`config.mk`:
```
export PLATFORM = sky130hd
export DESIGN_NAME = tpg_top
export DESIGN_NICKNAME = d
export VERILOG_FILES = /design/src/core/tpg_pkg.sv /design/src/core/tpg_pix_if.sv /design/src/core/tpg_color.sv /design/src/core/tpg_top.sv
export SDC_FILE = /design/constraint.sdc
export NUM_CORES = 1
export LEC_CHECK = 0
export BUFFER_PORTS_ARGS = -buffer_cell sky130_fd_sc_hd__buf_2
export CAP_MARGIN = 20
export CORE_MARGIN = 3
export CORE_UTILIZATION = 47
export DETAILED_ROUTE_END_ITERATION = 8
export PLACE_DENSITY = 0.75
export SLEW_MARGIN = 20
export SYNTH_ARGS = -nofsm -noshare
export SYNTH_HDL_FRONTEND = slang
export SYNTH_SLANG_ARGS = --single-unit
```
`constraint.sdc`:
```
create_clock -name ref_clk -period 2.4 [get_ports ref_clk]
set_input_delay 0.24 -clock ref_clk [delete_from_list [all_inputs] [get_ports ref_clk]]
set_output_delay 0.24 -clock ref_clk [all_outputs]
set_load 0.01 [all_outputs]
```
`src/core/tpg_pkg.sv`:
```
// constants, register map and types of the video test pattern source
package tpg_pkg;
	localparam int          REG_W           = 16;
	localparam int          ADDR_W          = 3;
	localparam logic [2:0]  ADDR_RUN_CTRL   = 3'h0;
	localparam logic [2:0]  ADDR_RUN_STATUS = 3'h1;
	localparam logic [2:0]  ADDR_WIDTH      = 3'h2;
	localparam logic [2:0]  ADDR_HEIGHT     = 3'h3;
	localparam logic [2:0]  ADDR_UNI_FIRST  = 3'h4;
	localparam logic [2:0]  ADDR_UNI_SECOND = 3'h5;
	localparam logic [2:0]  ADDR_UNI_THIRD  = 3'h6;
	localparam int          GO_BIT          = 0;
	localparam int          BUSY_BIT        = 0;
	localparam int          DEF_MAX_WIDTH   = 640;
	localparam int          DEF_MAX_HEIGHT  = 480;
	localparam int          MIN_SIZE        = 32;
	localparam int          LIMIT_SIZE      = 2600;
	localparam int          DEF_BPS         = 8;
	localparam int          MIN_BPS         = 4;
	localparam int          MAX_BPS         = 20;
	localparam int          TABLE_BITS      = 8;
	localparam logic [7:0]  UNIFORM_DEFAULT = 8'h80;
	localparam logic [3:0]  PKT_VIDEO       = 4'h0;
	localparam logic [3:0]  PKT_CTRL        = 4'hf;
	localparam logic [3:0]  NIB_LAST        = 4'h8;
	localparam logic [3:0]  ILACE_PROG      = 4'h0;
	localparam logic [2:0]  BAR_LAST        = 3'h7;
	localparam logic [1:0]  ILACE_FIELD     = 2'h2;
	// {first, second, third} component, 8 bits each, 75% bars
	localparam logic [23:0] BAR_RGB [0:7] = '{
		24'hb4b4b4, 24'hb4b410, 24'h10b4b4, 24'h10b410,
		24'hb410b4, 24'hb41010, 24'h1010b4, 24'h101010};
	localparam logic [23:0] BAR_YCC [0:7] = '{
		24'hb48080, 24'ha22c8e, 24'h839c2c, 24'h70483a,
		24'h54b8c6, 24'h4164d4, 24'h23d472, 24'h108080};
	typedef enum logic {TPG_RGB, TPG_YCBCR} tpg_space_type;
	typedef enum logic [1:0] {FMT_444, FMT_422, FMT_420} tpg_format_type;
	typedef enum logic [1:0] {SCAN_PROG, SCAN_EVEN_FIRST, SCAN_ODD_FIRST}
		tpg_scan_type;
	typedef enum logic {PAT_BARS, PAT_UNIFORM} tpg_pattern_type;
	typedef enum {
		ST_IDLE, ST_LATCH, ST_CTRL_HDR, ST_CTRL_BODY,
		ST_DATA_HDR, ST_PIXELS, ST_LINE_END, ST_FIELD_END
	} tpg_state_type;
endpackage

```
`src/core/tpg_pix_if.sv`:
```
// position-to-colour link between the sequencer and the colour generator
`timescale 1ns/1ps
interface tpg_pix_if #(parameter int BPS = 8);
	logic [15:0]    x;
	logic [15:0]    y;
	logic [15:0]    width;
	logic [15:0]    height;
	logic           line_start;
	logic           pix_adv;
	logic [7:0]     uni0;
	logic [7:0]     uni1;
	logic [7:0]     uni2;
	logic [BPS-1:0] c0;
	logic [BPS-1:0] c1;
	logic [BPS-1:0] c2;
	modport gen (output x, y, width, height, line_start, pix_adv,
		uni0, uni1, uni2, input c0, c1, c2);
	modport color (input x, y, width, height, line_start, pix_adv,
		uni0, uni1, uni2, output c0, c1, c2);
endinterface

```
`src/core/tpg_color.sv`:
```
// colour bar / uniform colour generator with black border
`timescale 1ns/1ps
module tpg_color
	import tpg_pkg::*;
#(
	parameter int              BPS         = DEF_BPS,
	parameter tpg_space_type   COLOR_SPACE = TPG_RGB,
	parameter tpg_format_type  FORMAT      = FMT_444,
	parameter tpg_pattern_type PATTERN     = PAT_BARS
)(
	input  wire logic ref_clk,
	input  wire logic resetn,
	tpg_pix_if.color  pix
);
	localparam logic [15:0] BORDER_H = (FORMAT != FMT_444) ? 16'h2 : 16'h1;
	localparam logic [15:0] BORDER_V = (FORMAT == FMT_420) ? 16'h2 : 16'h1;

	logic [15:0] pos_reg;
	logic [15:0] pos_next;
	logic [2:0]  idx_reg;
	logic [2:0]  idx_next;
	logic [15:0] bar_raw;
	logic [15:0] bar_w;
	logic        in_h;
	logic        in_v;
	logic [23:0] rgb8;

	// truncation or zero promotion of an 8-bit table value
	function automatic logic [BPS-1:0] scale(input logic [7:0] v);
		logic [TABLE_BITS+MAX_BPS-1:0] t;
		t = {v, {MAX_BPS{1'b0}}};
		return t[TABLE_BITS+MAX_BPS-1 -: BPS];
	endfunction

	// horizontal border widens to two under subsampling, vertical border under 4:2:0 only
	assign in_h = (pix.x >= BORDER_H) && (pix.x < pix.width - BORDER_H);
	assign in_v = (pix.y >= BORDER_V) && (pix.y < pix.height - BORDER_V);
	assign bar_raw = (pix.width - (BORDER_H << 1)) >> 3;
	assign bar_w = (FORMAT != FMT_444) ? {bar_raw[15:1], 1'b0} : bar_raw;

	always_comb
	begin
		pos_next = pos_reg;
		idx_next = idx_reg;
		if (pix.line_start)
		begin
			pos_next = 16'h0;
			idx_next = 3'h0;
		end
		else if (pix.pix_adv && in_h)
		begin
			// last bar absorbs the remainder
			if (idx_reg != BAR_LAST && pos_reg == bar_w - 16'h1)
			begin
				pos_next = 16'h0;
				idx_next = idx_reg + 3'h1;
			end
			else
				pos_next = pos_reg + 16'h1;
		end
	end

	always_ff @(posedge ref_clk or negedge resetn)
	begin
		if (!resetn)
		begin
			pos_reg <= 16'h0;
			idx_reg <= 3'h0;
		end
		else
		begin
			pos_reg <= pos_next;
			idx_reg <= idx_next;
		end
	end

	always_comb
	begin
		if (!(in_h && in_v))
			rgb8 = (COLOR_SPACE == TPG_RGB) ? BAR_RGB[BAR_LAST]
				: BAR_YCC[BAR_LAST];
		else if (PATTERN == PAT_UNIFORM)
			rgb8 = {pix.uni0, pix.uni1, pix.uni2};
		else
			rgb8 = (COLOR_SPACE == TPG_RGB) ? BAR_RGB[idx_reg]
				: BAR_YCC[idx_reg];
	end

	assign pix.c0 = scale(rgb8[23:16]);
	assign pix.c1 = scale(rgb8[15:8]);
	assign pix.c2 = scale(rgb8[7:0]);
endmodule // tpg_color

```
`src/core/tpg_top.sv`:
```
// video test pattern source: control slave, packet sequencer, stream out
`timescale 1ns/1ps
module tpg_top
	import tpg_pkg::*;
#(
	parameter bit              RUNTIME_CTRL = 1'b0,
	parameter int              MAX_WIDTH    = DEF_MAX_WIDTH,
	parameter int              MAX_HEIGHT   = DEF_MAX_HEIGHT,
	parameter int              BPS          = DEF_BPS,
	parameter tpg_space_type   COLOR_SPACE  = TPG_RGB,
	parameter tpg_format_type  FORMAT       = FMT_444,
	parameter bit              PARALLEL     = 1'b0,
	parameter tpg_scan_type    SCAN         = SCAN_PROG,
	parameter tpg_pattern_type PATTERN      = PAT_BARS,
	parameter logic [7:0]      UNIFORM_0    = UNIFORM_DEFAULT,
	parameter logic [7:0]      UNIFORM_1    = UNIFORM_DEFAULT,
	parameter logic [7:0]      UNIFORM_2    = UNIFORM_DEFAULT
)(
	input  wire logic              ref_clk,
	input  wire logic              resetn,
	input  wire logic [ADDR_W-1:0] ctrl_slave_addr,
	input  wire logic              ctrl_slave_select,
	input  wire logic              ctrl_slave_wr,
	input  wire logic [REG_W-1:0]  ctrl_slave_wdata,
	output logic      [REG_W-1:0]  ctrl_slave_rdata,
	output logic      [3*BPS-1:0]  dout_data,
	output logic                   dout_valid,
	input  wire logic              dout_ready,
	output logic                   dout_startofpacket,
	output logic                   dout_endofpacket
);
	localparam int DW = 3 * BPS;
	localparam logic [1:0] SYM_LAST = PARALLEL ? 2'd0
		: ((FORMAT == FMT_444) ? 2'd2 : 2'd1);
	localparam bit ILACE = (SCAN != SCAN_PROG);
	localparam bit UNI_REGS = RUNTIME_CTRL && (PATTERN == PAT_UNIFORM);
	localparam logic [15:0] MAXW = 16'(MAX_WIDTH);
	localparam logic [15:0] MAXH = 16'(MAX_HEIGHT);

	initial
	begin
		if (MAX_WIDTH < MIN_SIZE || MAX_WIDTH > LIMIT_SIZE ||
			MAX_HEIGHT < MIN_SIZE || MAX_HEIGHT > LIMIT_SIZE ||
			BPS < MIN_BPS || BPS > MAX_BPS)
			$error("tpg_top: parameter out of range");
	end

	logic              go_reg, go_next;
	logic [15:0]       width_reg, width_next;
	logic [15:0]       height_reg, height_next;
	logic [7:0]        uni0_reg, uni0_next;
	logic [7:0]        uni1_reg, uni1_next;
	logic [7:0]        uni2_reg, uni2_next;
	logic [REG_W-1:0]  rdata_reg, rdata_next;
	tpg_state_type     state_reg, state_next;
	logic [15:0]       lat_w_reg, lat_w_next;
	logic [15:0]       lat_h_reg, lat_h_next;
	logic [7:0]        lu0_reg, lu0_next;
	logic [7:0]        lu1_reg, lu1_next;
	logic [7:0]        lu2_reg, lu2_next;
	logic [15:0]       x_reg, x_next;
	logic [15:0]       y_reg, y_next;
	logic [1:0]        sym_reg, sym_next;
	logic [3:0]        nib_reg, nib_next;
	logic              second_reg, second_next;
	logic              odd_reg, odd_next;
	logic              valid_reg, valid_next;
	logic [DW-1:0]     data_reg, data_next;
	logic              sop_reg, sop_next;
	logic              eop_reg, eop_next;
	logic              load;
	logic [15:0]       field_h;
	logic [15:0]       frame_y;
	logic [BPS-1:0]    chroma;
	logic [DW-1:0]     sample;

	tpg_pix_if #(.BPS(BPS)) pix ();

	tpg_color #(
		.BPS         (BPS),
		.COLOR_SPACE (COLOR_SPACE),
		.FORMAT      (FORMAT),
		.PATTERN     (PATTERN)
	) u_color (
		.ref_clk (ref_clk),
		.resetn  (resetn),
		.pix     (pix)
	);

	function automatic logic [3:0] ctrl_nibble(input logic [3:0] n,
		input logic [15:0] w, input logic [15:0] h, input logic [3:0] il);
		case (n)
			4'h0: return w[15:12];
			4'h1: return w[11:8];
			4'h2: return w[7:4];
			4'h3: return w[3:0];
			4'h4: return h[15:12];
			4'h5: return h[11:8];
			4'h6: return h[7:4];
			4'h7: return h[3:0];
			default: return il;
		endcase
	endfunction

	// control slave
	always_comb
	begin
		go_next = go_reg;
		width_next = width_reg;
		height_next = height_reg;
		uni0_next = uni0_reg;
		uni1_next = uni1_reg;
		uni2_next = uni2_reg;
		rdata_next = rdata_reg;
		if (RUNTIME_CTRL && ctrl_slave_select)
		begin
			if (ctrl_slave_wr)
			begin
				case (ctrl_slave_addr)
					ADDR_RUN_CTRL: go_next = ctrl_slave_wdata[GO_BIT];
					ADDR_WIDTH:    width_next = ctrl_slave_wdata;
					ADDR_HEIGHT:   height_next = ctrl_slave_wdata;
					// uniform words gated by build options
					ADDR_UNI_FIRST:
						if (UNI_REGS) uni0_next = ctrl_slave_wdata[7:0];
					ADDR_UNI_SECOND:
						if (UNI_REGS) uni1_next = ctrl_slave_wdata[7:0];
					ADDR_UNI_THIRD:
						if (UNI_REGS) uni2_next = ctrl_slave_wdata[7:0];
					default: ;
				endcase
			end
			rdata_next = '0;
			case (ctrl_slave_addr)
				ADDR_RUN_CTRL:   rdata_next[GO_BIT] = go_reg;
				// busy from first copy to end of frame
				ADDR_RUN_STATUS: rdata_next[BUSY_BIT] = (state_reg != ST_IDLE);
				ADDR_WIDTH:      rdata_next = width_reg;
				ADDR_HEIGHT:     rdata_next = height_reg;
				ADDR_UNI_FIRST:  if (UNI_REGS) rdata_next[7:0] = uni0_reg;
				ADDR_UNI_SECOND: if (UNI_REGS) rdata_next[7:0] = uni1_reg;
				ADDR_UNI_THIRD:  if (UNI_REGS) rdata_next[7:0] = uni2_reg;
				default: ;
			endcase
		end
	end

	always_ff @(posedge ref_clk or negedge resetn)
	begin
		if (!resetn)
		begin
			go_reg <= 1'b0;
			width_reg <= MAXW;
			height_reg <= MAXH;
			uni0_reg <= UNIFORM_0;
			uni1_reg <= UNIFORM_1;
			uni2_reg <= UNIFORM_2;
			rdata_reg <= '0;
		end
		else
		begin
			go_reg <= go_next;
			width_reg <= width_next;
			height_reg <= height_next;
			uni0_reg <= uni0_next;
			uni1_reg <= uni1_next;
			uni2_reg <= uni2_next;
			rdata_reg <= rdata_next;
		end
	end

	// a beat is loaded when the output is empty or being taken
	assign load = !valid_reg || dout_ready;
	// field height is half the progressive height when interlaced, equal to it otherwise
	assign field_h = ILACE ? {1'b0, lat_h_reg[15:1]} : lat_h_reg;
	assign frame_y = ILACE ? {y_reg[14:0], odd_reg} : y_reg;
	assign chroma = (FORMAT == FMT_422) ? (x_reg[0] ? pix.c2 : pix.c1)
		: (frame_y[0] ? pix.c2 : pix.c1);

	assign pix.x = x_reg;
	assign pix.y = frame_y;
	assign pix.width = lat_w_reg;
	assign pix.height = lat_h_reg;
	assign pix.uni0 = lu0_reg;
	assign pix.uni1 = lu1_reg;
	assign pix.uni2 = lu2_reg;
	assign pix.line_start = (state_reg == ST_DATA_HDR) ||
		(state_reg == ST_LINE_END);
	assign pix.pix_adv = (state_reg == ST_PIXELS) && load &&
		(sym_reg == SYM_LAST);

	always_comb
	begin
		sample = '0;
		if (PARALLEL)
			sample = (FORMAT == FMT_444) ? {pix.c2, pix.c1, pix.c0}
				: {{BPS{1'b0}}, chroma, pix.c0};
		else if (sym_reg == 2'd0)
			sample[BPS-1:0] = pix.c0;
		else if (FORMAT != FMT_444)
			sample[BPS-1:0] = chroma;
		else if (sym_reg == 2'd1)
			sample[BPS-1:0] = pix.c1;
		else
			sample[BPS-1:0] = pix.c2;
	end

	// frame sequencer and stream output
	always_comb
	begin
		state_next = state_reg;
		lat_w_next = lat_w_reg;
		lat_h_next = lat_h_reg;
		lu0_next = lu0_reg;
		lu1_next = lu1_reg;
		lu2_next = lu2_reg;
		x_next = x_reg;
		y_next = y_reg;
		sym_next = sym_reg;
		nib_next = nib_reg;
		second_next = second_reg;
		odd_next = odd_reg;
		valid_next = dout_ready ? 1'b0 : valid_reg;
		data_next = data_reg;
		// packet marks fall together with valid
		sop_next = dout_ready ? 1'b0 : sop_reg;
		eop_next = dout_ready ? 1'b0 : eop_reg;
		case (state_reg)
			ST_IDLE:
				// no new copy while run bit is clear, unless built without runtime control
				if (go_reg || !RUNTIME_CTRL)
					state_next = ST_LATCH;
			ST_LATCH:
			begin
				// private copy of the settings for one frame
				lat_w_next = RUNTIME_CTRL ? width_reg : MAXW;
				lat_h_next = RUNTIME_CTRL ? height_reg : MAXH;
				lu0_next = UNI_REGS ? uni0_reg : UNIFORM_0;
				lu1_next = UNI_REGS ? uni1_reg : UNIFORM_1;
				lu2_next = UNI_REGS ? uni2_reg : UNIFORM_2;
				second_next = 1'b0;
				odd_next = (SCAN == SCAN_ODD_FIRST);
				state_next = ST_CTRL_HDR;
			end
			ST_CTRL_HDR:
				// control packet ahead of image packet
				if (load)
				begin
					valid_next = 1'b1;
					data_next = {{(DW-4){1'b0}}, PKT_CTRL};
					sop_next = 1'b1;
					eop_next = 1'b0;
					nib_next = 4'h0;
					state_next = ST_CTRL_BODY;
				end
			ST_CTRL_BODY:
				if (load)
				begin
					valid_next = 1'b1;
					data_next = {{(DW-4){1'b0}}, ctrl_nibble(nib_reg,
						lat_w_reg, field_h,
						ILACE ? {ILACE_FIELD, odd_reg, 1'b0} : ILACE_PROG)};
					sop_next = 1'b0;
					eop_next = (nib_reg == NIB_LAST);
					nib_next = nib_reg + 4'h1;
					if (nib_reg == NIB_LAST)
						state_next = ST_DATA_HDR;
				end
			ST_DATA_HDR:
				if (load)
				begin
					valid_next = 1'b1;
					data_next = {{(DW-4){1'b0}}, PKT_VIDEO};
					sop_next = 1'b1;
					eop_next = 1'b0;
					x_next = 16'h0;
					y_next = 16'h0;
					sym_next = 2'd0;
					state_next = ST_PIXELS;
				end
			ST_PIXELS:
				// one sample per cycle unless stalled
				if (load)
				begin
					valid_next = 1'b1;
					data_next = sample;
					sop_next = 1'b0;
					// last sample of the field ends the packet
					eop_next = (sym_reg == SYM_LAST) &&
						(x_reg == lat_w_reg - 16'h1) &&
						(y_reg == field_h - 16'h1);
					sym_next = sym_reg + 2'd1;
					if (sym_reg == SYM_LAST)
					begin
						sym_next = 2'd0;
						x_next = x_reg + 16'h1;
						if (x_reg == lat_w_reg - 16'h1)
						begin
							x_next = 16'h0;
							if (y_reg == field_h - 16'h1)
								state_next = ST_FIELD_END;
							else
							begin
								y_next = y_reg + 16'h1;
								state_next = ST_LINE_END;
							end
						end
					end
				end
			ST_LINE_END:
				state_next = ST_PIXELS;
			ST_FIELD_END:
				// second field reuses the copy, new control packet
				if (ILACE && !second_reg)
				begin
					second_next = 1'b1;
					odd_next = !odd_reg;
					state_next = ST_CTRL_HDR;
				end
				else
					state_next = ST_IDLE;
			default:
				state_next = ST_IDLE;
		endcase
	end

	always_ff @(posedge ref_clk or negedge resetn)
	begin
		if (!resetn)
		begin
			state_reg <= ST_IDLE;
			lat_w_reg <= MAXW;
			lat_h_reg <= MAXH;
			lu0_reg <= UNIFORM_0;
			lu1_reg <= UNIFORM_1;
			lu2_reg <= UNIFORM_2;
			x_reg <= 16'h0;
			y_reg <= 16'h0;
			sym_reg <= 2'd0;
			nib_reg <= 4'h0;
			second_reg <= 1'b0;
			odd_reg <= 1'b0;
			valid_reg <= 1'b0;
			data_reg <= '0;
			sop_reg <= 1'b0;
			eop_reg <= 1'b0;
		end
		else
		begin
			state_reg <= state_next;
			lat_w_reg <= lat_w_next;
			lat_h_reg <= lat_h_next;
			lu0_reg <= lu0_next;
			lu1_reg <= lu1_next;
			lu2_reg <= lu2_next;
			x_reg <= x_next;
			y_reg <= y_next;
			sym_reg <= sym_next;
			nib_reg <= nib_next;
			second_reg <= second_next;
			odd_reg <= odd_next;
			valid_reg <= valid_next;
			data_reg <= data_next;
			sop_reg <= sop_next;
			eop_reg <= eop_next;
		end
	end

	assign ctrl_slave_rdata = rdata_reg;
	assign dout_data = data_reg;
	assign dout_valid = valid_reg;
	assign dout_startofpacket = sop_reg;
	assign dout_endofpacket = eop_reg;
endmodule // tpg_top

```
==> results.yml, run 1 <==
pwr:
  peakVddDrop_mv: 0.308
  power_density_nw_per_um2: 620
  p_leak_nw: 2.03
  p_total_mw: 2.97
synthesis:
  synthFlopType: "dfrtp_1"
  avgSynthCellArea_um2: 8.61
  synth_edf_count: 0
  synth_seq_cells: 69
  async_reset_ff_share_pct: 100
  synth_cells: 514
  synth-warning-count: 0
  yosysMostFrequentCell: "dfrtp_1"
  yosysTopAreaCell: "dfrtp_1"
  yosysSeqAreaShare_pct: 39.0
  synth_area_um2: 4430
  netlist_top_cells_area: "dfrtp_1 39%, buf_4 5.8%, o21ai_0 4.6%, ha_1 4.0%, nand3_1 3.8%"
  netlist.area_leader.share_pct: 39.0
  ys_types: 57
  synthTopCellsByCount: "69 x dfrtp_1, 41 x o21ai_0, 39 x nand2_1, 39 x nor2_1"
floorplan:
  rows: 34
  start_util_pct: 49.5
  dieArea_um2: 10600
  ioPinCount: 67
  coreArea_um2: 8930
  fp.dieH_um: 103
  die_x_um: 103
sta:
  rsz0062_at_grt: "false"
  slew_violations: 0
  fin_setup_tns_ps: 0
  min_period_over_period_pct: 92.0
  finClkSkew_ps: 13.0
  setup_slack_ps: 191
  hold_viol: 0
  setup_viol: 0
  tightest_slew_ps: 881
  clock.fmax_ghz: 0.453
  max_slew_margin_pct: 40.8
  layout_min_cycle_time_ps: 2210
cts:
  cts_inserted_buffers: 9
  htree_levels: 3
  cts_root_buf: "clkbuf_8"
  post_cts_buffers: 0
  clkSinkCount: 69
  cts.clk_slew.worst_paths_ps: 90
  cts_tree: "yes"
  clock_latency_ps: 350
  max-clock-path-buffers: 2
placement:
  numPortBuffers: 12
  dp_hpwl_um: 7190
  dp_slack_ps: 119
  gp_congestion: 0.861
  dpl_cell_area_um2: 4580
layout:
  num-fill-cells: 837
  multi_input_comb_area_um2: 2420
  fin_area_um2: 4790
  drive_above_1_share_pct: 12.4
  register_area_um2: 1730
  antennaDiodeCount: 0
  nets: 574
  area.growth.synth_to_final_pct: 8.34
critical_path:
  crit_required_ps: 2670
  worstPathMaxFanout: 5
  worstSetupStartpoint: "frame_y[11]"
  cp_slowest_stage_delay_ps: 560
  slowest_stage: "or4_1"
  crit_chain: "or4_1 -> nor4_2 -> o2111ai_1 -> or3b_2 -> a31oi_1"
  start_kind: "flip-flop"
  r2r-start: "frame_y[11]"
  end_kind: "flip-flop"
  crit_type: "reg -> reg"
  arrival_ps: 2480
global_route:
  grt_start_max_net_pins: 27
  antenna_found_initial: 0
  grt_pass1_vias: 3571
  grt_overflow: 0
  grt_pass1_wl_um: 16900
  grt_usage_pct: 19.8
route:
  via_count: 3858
  viasPerCell: 5.94
  wl_per_cell_um: 15.5
  detail-route-antenna-nets: 0
  wirelength_um: 10100
  dr.pass1.iters: 5
  drt_iter0_markers: 246
  drc_errors: 0
status:
  status: "complete, no violations"
flow_run:
  cap_violations: 0
worst_hold_path:
  hold_path_startpoint: "dout_ready"
  hold_class: "in -> reg"
## cells in the final DEF (no fill, tap or decap), types with 8 or more instances in the layout
cell,instances
nand4_1,16
o21ai_0,41
clkbuf_8,9
buf_2,12
nor3_1,11
or3_1,12
a21oi_1,27
buf_4,27
xor2_1,11
a31oi_1,8
inv_1,12
conb_1,33
nor4_1,11
nand3_1,34
nand2_1,39
dfrtp_1,69
o31ai_1,9
nor2_1,39
and3_1,12
ha_1,14
## path summary, 6_finish.rpt
path | depth (start not counted) | slack (ps) | end
worst min register to register | 2 | 500 | dout_data[5]
worst max register to register | 5 | 190 | dout_data[2]
worst max-delay path | 5 | 190 | dout_data[2]
worst min-delay path | 4 | 220 | dout_startofpacket
min in group asynchronous | 2 | 440 | u_color.pos_reg[8]
max in group asynchronous | 3 | 1190 | pix.x[2]
## area by class of cell
class | count | area share, %
inverter | 12 | 0.939
multi-input combinational | 404 | 50.4
timing repair buffer | 40 | 5.69
clock inverter | 7 | 1.54
tap | 108 | 2.82
sequential | 69 | 36.0
clock buffer | 9 | 2.58
## worst max-delay path, delay by kind of cell (launching register included)
kind,cells,cell delay [ps]
flip-flops,1,420
AO/OA/AOI/OAI,2,330
AND/OR/NAND/NOR,3,1390
## where the power goes
group,switching (mW),internal [mW],total [mW]
sequential,0.132,1.27,1.40
clock,0.476,0.483,0.960
combinational,0.379,0.234,0.613
total,0.987,1.99,2.97
## metal layers
layer | part of all wire [%] | wire length [µm] | vias to the layer above | GRT usage (%)
li1 | - | - | 1874 | -
met1 | 46 | 4670 | 1849 | 27.7
met2 | 47 | 4780 | 125 | 31.2
met3 | 5.0 | 503 | 10 | 3.04
met4 | 1.2 | 116 | 0 | 6.77
met5 | 0 | 0 | - | 0
## stage by stage
| step | utilization, % | instances | hold slack [ps] |
|---|---|---|---|
| finish | 53.7 | 649 | 222 |
| global route | 53.7 | 649 | 282 |
| CTS | 53.6 | 649 | 209 |
| detailed placement | 51.2 | 632 | 267 |
| global placement | 51.2 | 632 | 264 |
| floorplan | - | 546 | -55.6 |
## cells by family (layout without fill, tap and decap cells)
family,count (synthesis),after routing,share of synthesized area [%]
and+or+nand+nor,224,224,27.8
AOI/OAI and AO/OA,118,118,16.8
buffers and inverters,73,68,9.30
DFF,69,69,39.0
adders and majority gates,14,14,3.96
xor gates and xnor gates,11,11,2.18
muxes,4,4,0.933
other,1,33,0.0847
## what timing repair did
item	in CTS	in global routing
resized for setup	0	2
hold endpoints to repair	24	0
setup endpoints to repair	0	8
hold buffers	1	0
No activity file was read; power rests on OpenSTA's default activity.
==> run 2, diff against run 1 <==
--- a/config.mk
+++ b/config.mk
@@ -10,6 +10,7 @@
 export CORE_MARGIN = 3
 export CORE_UTILIZATION = 47
 export DETAILED_ROUTE_END_ITERATION = 8
+export MAX_ROUTING_LAYER = met4
 export PLACE_DENSITY = 0.75
 export SLEW_MARGIN = 20
 export SYNTH_ARGS = -nofsm -noshare
==> run 2 against run 1 <==
Clock skew shrank 1.2 ps. First-iteration DRC count increased by 9.3%. Combinational power about the same. Die area did not move. Worst hold slack worse by 1.7 ps. Clock power is essentially flat. Setup slack got worse by 2.3 ps. Non-clock buffer count did not move. Fmax down 0.10%. Critical path type unchanged. Largest cell class unchanged. Largest power group unchanged. Highest routed layer unchanged.
==> results.yml, run 2 (synthesis gave the netlist of run 1 again) <==
status:
  status: "complete, no violations"
placement:
  dp_hpwl_um: 7190
  dpl_cell_area_um2: 4580
  numPortBuffers: 12
  gp_congestion: 0.875
  place_inst: 632
  dp_slack_ps: 119
global_route:
  grt_pass1_vias: 3563
  grt_overflow: 0
  grt_usage_pct: 20.4
  antenna_found_initial: 0
  grt_pass1_wl_um: 17000
  grt_start_max_net_pins: 27
layout:
  final_cell_mix: "69 x dfrtp_1, 41 x o21ai_0, 39 x nor2_1, 39 x nand2_1, 34 x nand3_1"
  nets: 574
  drive_above_1_share_pct: 12.4
  layout_commonest_cell: "dfrtp_1"
  area.growth.synth_to_final_pct: 8.34
  fin_area_um2: 4790
  post-route-util_pct: 53.7
  final-instance-count-excl-fill: 649
  antennaDiodeCount: 0
floorplan:
  die_x_um: 103
  start_util_pct: 49.5
  coreArea_um2: 8930
  rows: 34
  fp.dieH_um: 103
  dieArea_um2: 10600
  ioPinCount: 67
pwr:
  peakVddDrop_mv: 0.309
  internal_power_mw: 1.99
  p_leak_nw: 2.03
  netSwitchingPower_uw: 990
  p_sw_share_pct: 33.2
  power_density_nw_per_um2: 621
  seq_power_share_pct: 47.0
  clkPwrFrac_pct: 32.3
  p_total_mw: 2.98
  p_comb_share_pct: 20.6
cts:
  cts_tree: "yes"
  cts_root_buf: "clkbuf_8"
  cts_inserted_buffers: 9
  max-clock-path-buffers: 2
  htree_levels: 3
  clock_latency_ps: 350
  clkSinkCount: 69
  cts.clk_slew.worst_paths_ps: 80
worst_hold_path:
  hold_class: "in -> reg"
flow_run:
  cap_violations: 0
critical_path:
  crit_type: "reg -> reg"
  crit_required_ps: 2680
  start_kind: "flip-flop"
  arrival_ps: 2490
  worstPathMaxFanout: 5
  end_kind: "flip-flop"
route:
  wl_per_cell_um: 15.5
  wirelength_um: 10100
  via_count: 3895
  detail-route-antenna-nets: 0
  viasPerCell: 6.00
  drc_errors: 0
  dr.pass1.iters: 5
  drt_iter0_markers: 269
sta:
  clock.fmax_ghz: 0.452
  finClkSkew_ps: 11.8
  max_slew_margin_pct: 40.5
  setup_slack_ps: 189
  tightest_slew_ps: 885
  hold_ws_ps: 221
  min_period_over_period_pct: 92.1
  layout_min_cycle_time_ps: 2210
  hold_viol: 0
  fin_setup_tns_ps: 0
  slew_violations: 0
  rsz0062_at_grt: "false"
  setup_viol: 0
run 2: worst paths after layout:
kind	start	endpoint	slack, ps	cells after the start
setup / recovery	frame_y[11]	dout_data[2]	190	5
hold / removal	dout_ready	dout_startofpacket	220	4
setup reg to reg	frame_y[11]	dout_data[2]	190	5
hold reg to reg	dout_data[5]	dout_data[5]	500	2
max in group asynchronous	resetn	pix.x[2]	1190	3
min in group asynchronous	resetn	u_color.pos_reg[4]	430	2
run 2: area by class of cell:
cell class              count  area, µm²
fillers                   837       4140
well taps                 108        135
repair buffers             40        273
inverters                  12       45.0
multi-input cells         404       2420
clock buffers               9        124
flip-flops and latches     69       1730
clock inverters             7       73.8
run 2: per-layer routing:
metal	vias to the layer above	GRT usage (%)	wire length, µm
met5	-	-	0
met4	0	6.77	126
met3	12	3.04	500
met2	136	31.0	4780
met1	1872	28.0	4650
li1	1875	-	-
run 2: what timing repair did:
action,CTS,global route
setup endpoints to repair,0,8
gates resized for setup,0,2
hold endpoints to repair,24,0
buffers inserted,0,0
hold buffers,1,0
run 2: critical path: stages (launching register included):
cell,delay [ps]
dfrtp_1,420
or4_1,560
nor4_2,300
o2111ai_1,160
or3b_2,530
a31oi_1,170
run 2: power by group through the flow:
stage          sequential [mW]  combinational (mW)  clock, mW
3_3_place_gp              1.41               0.589          0
2_1_floorplan             1.41               0.437          0
6_report                  1.40               0.614      0.962
5_1_grt                   1.43               0.690       1.04
3_5_place_dp              1.42               0.607          0
4_1_cts                   1.40               0.612      0.987
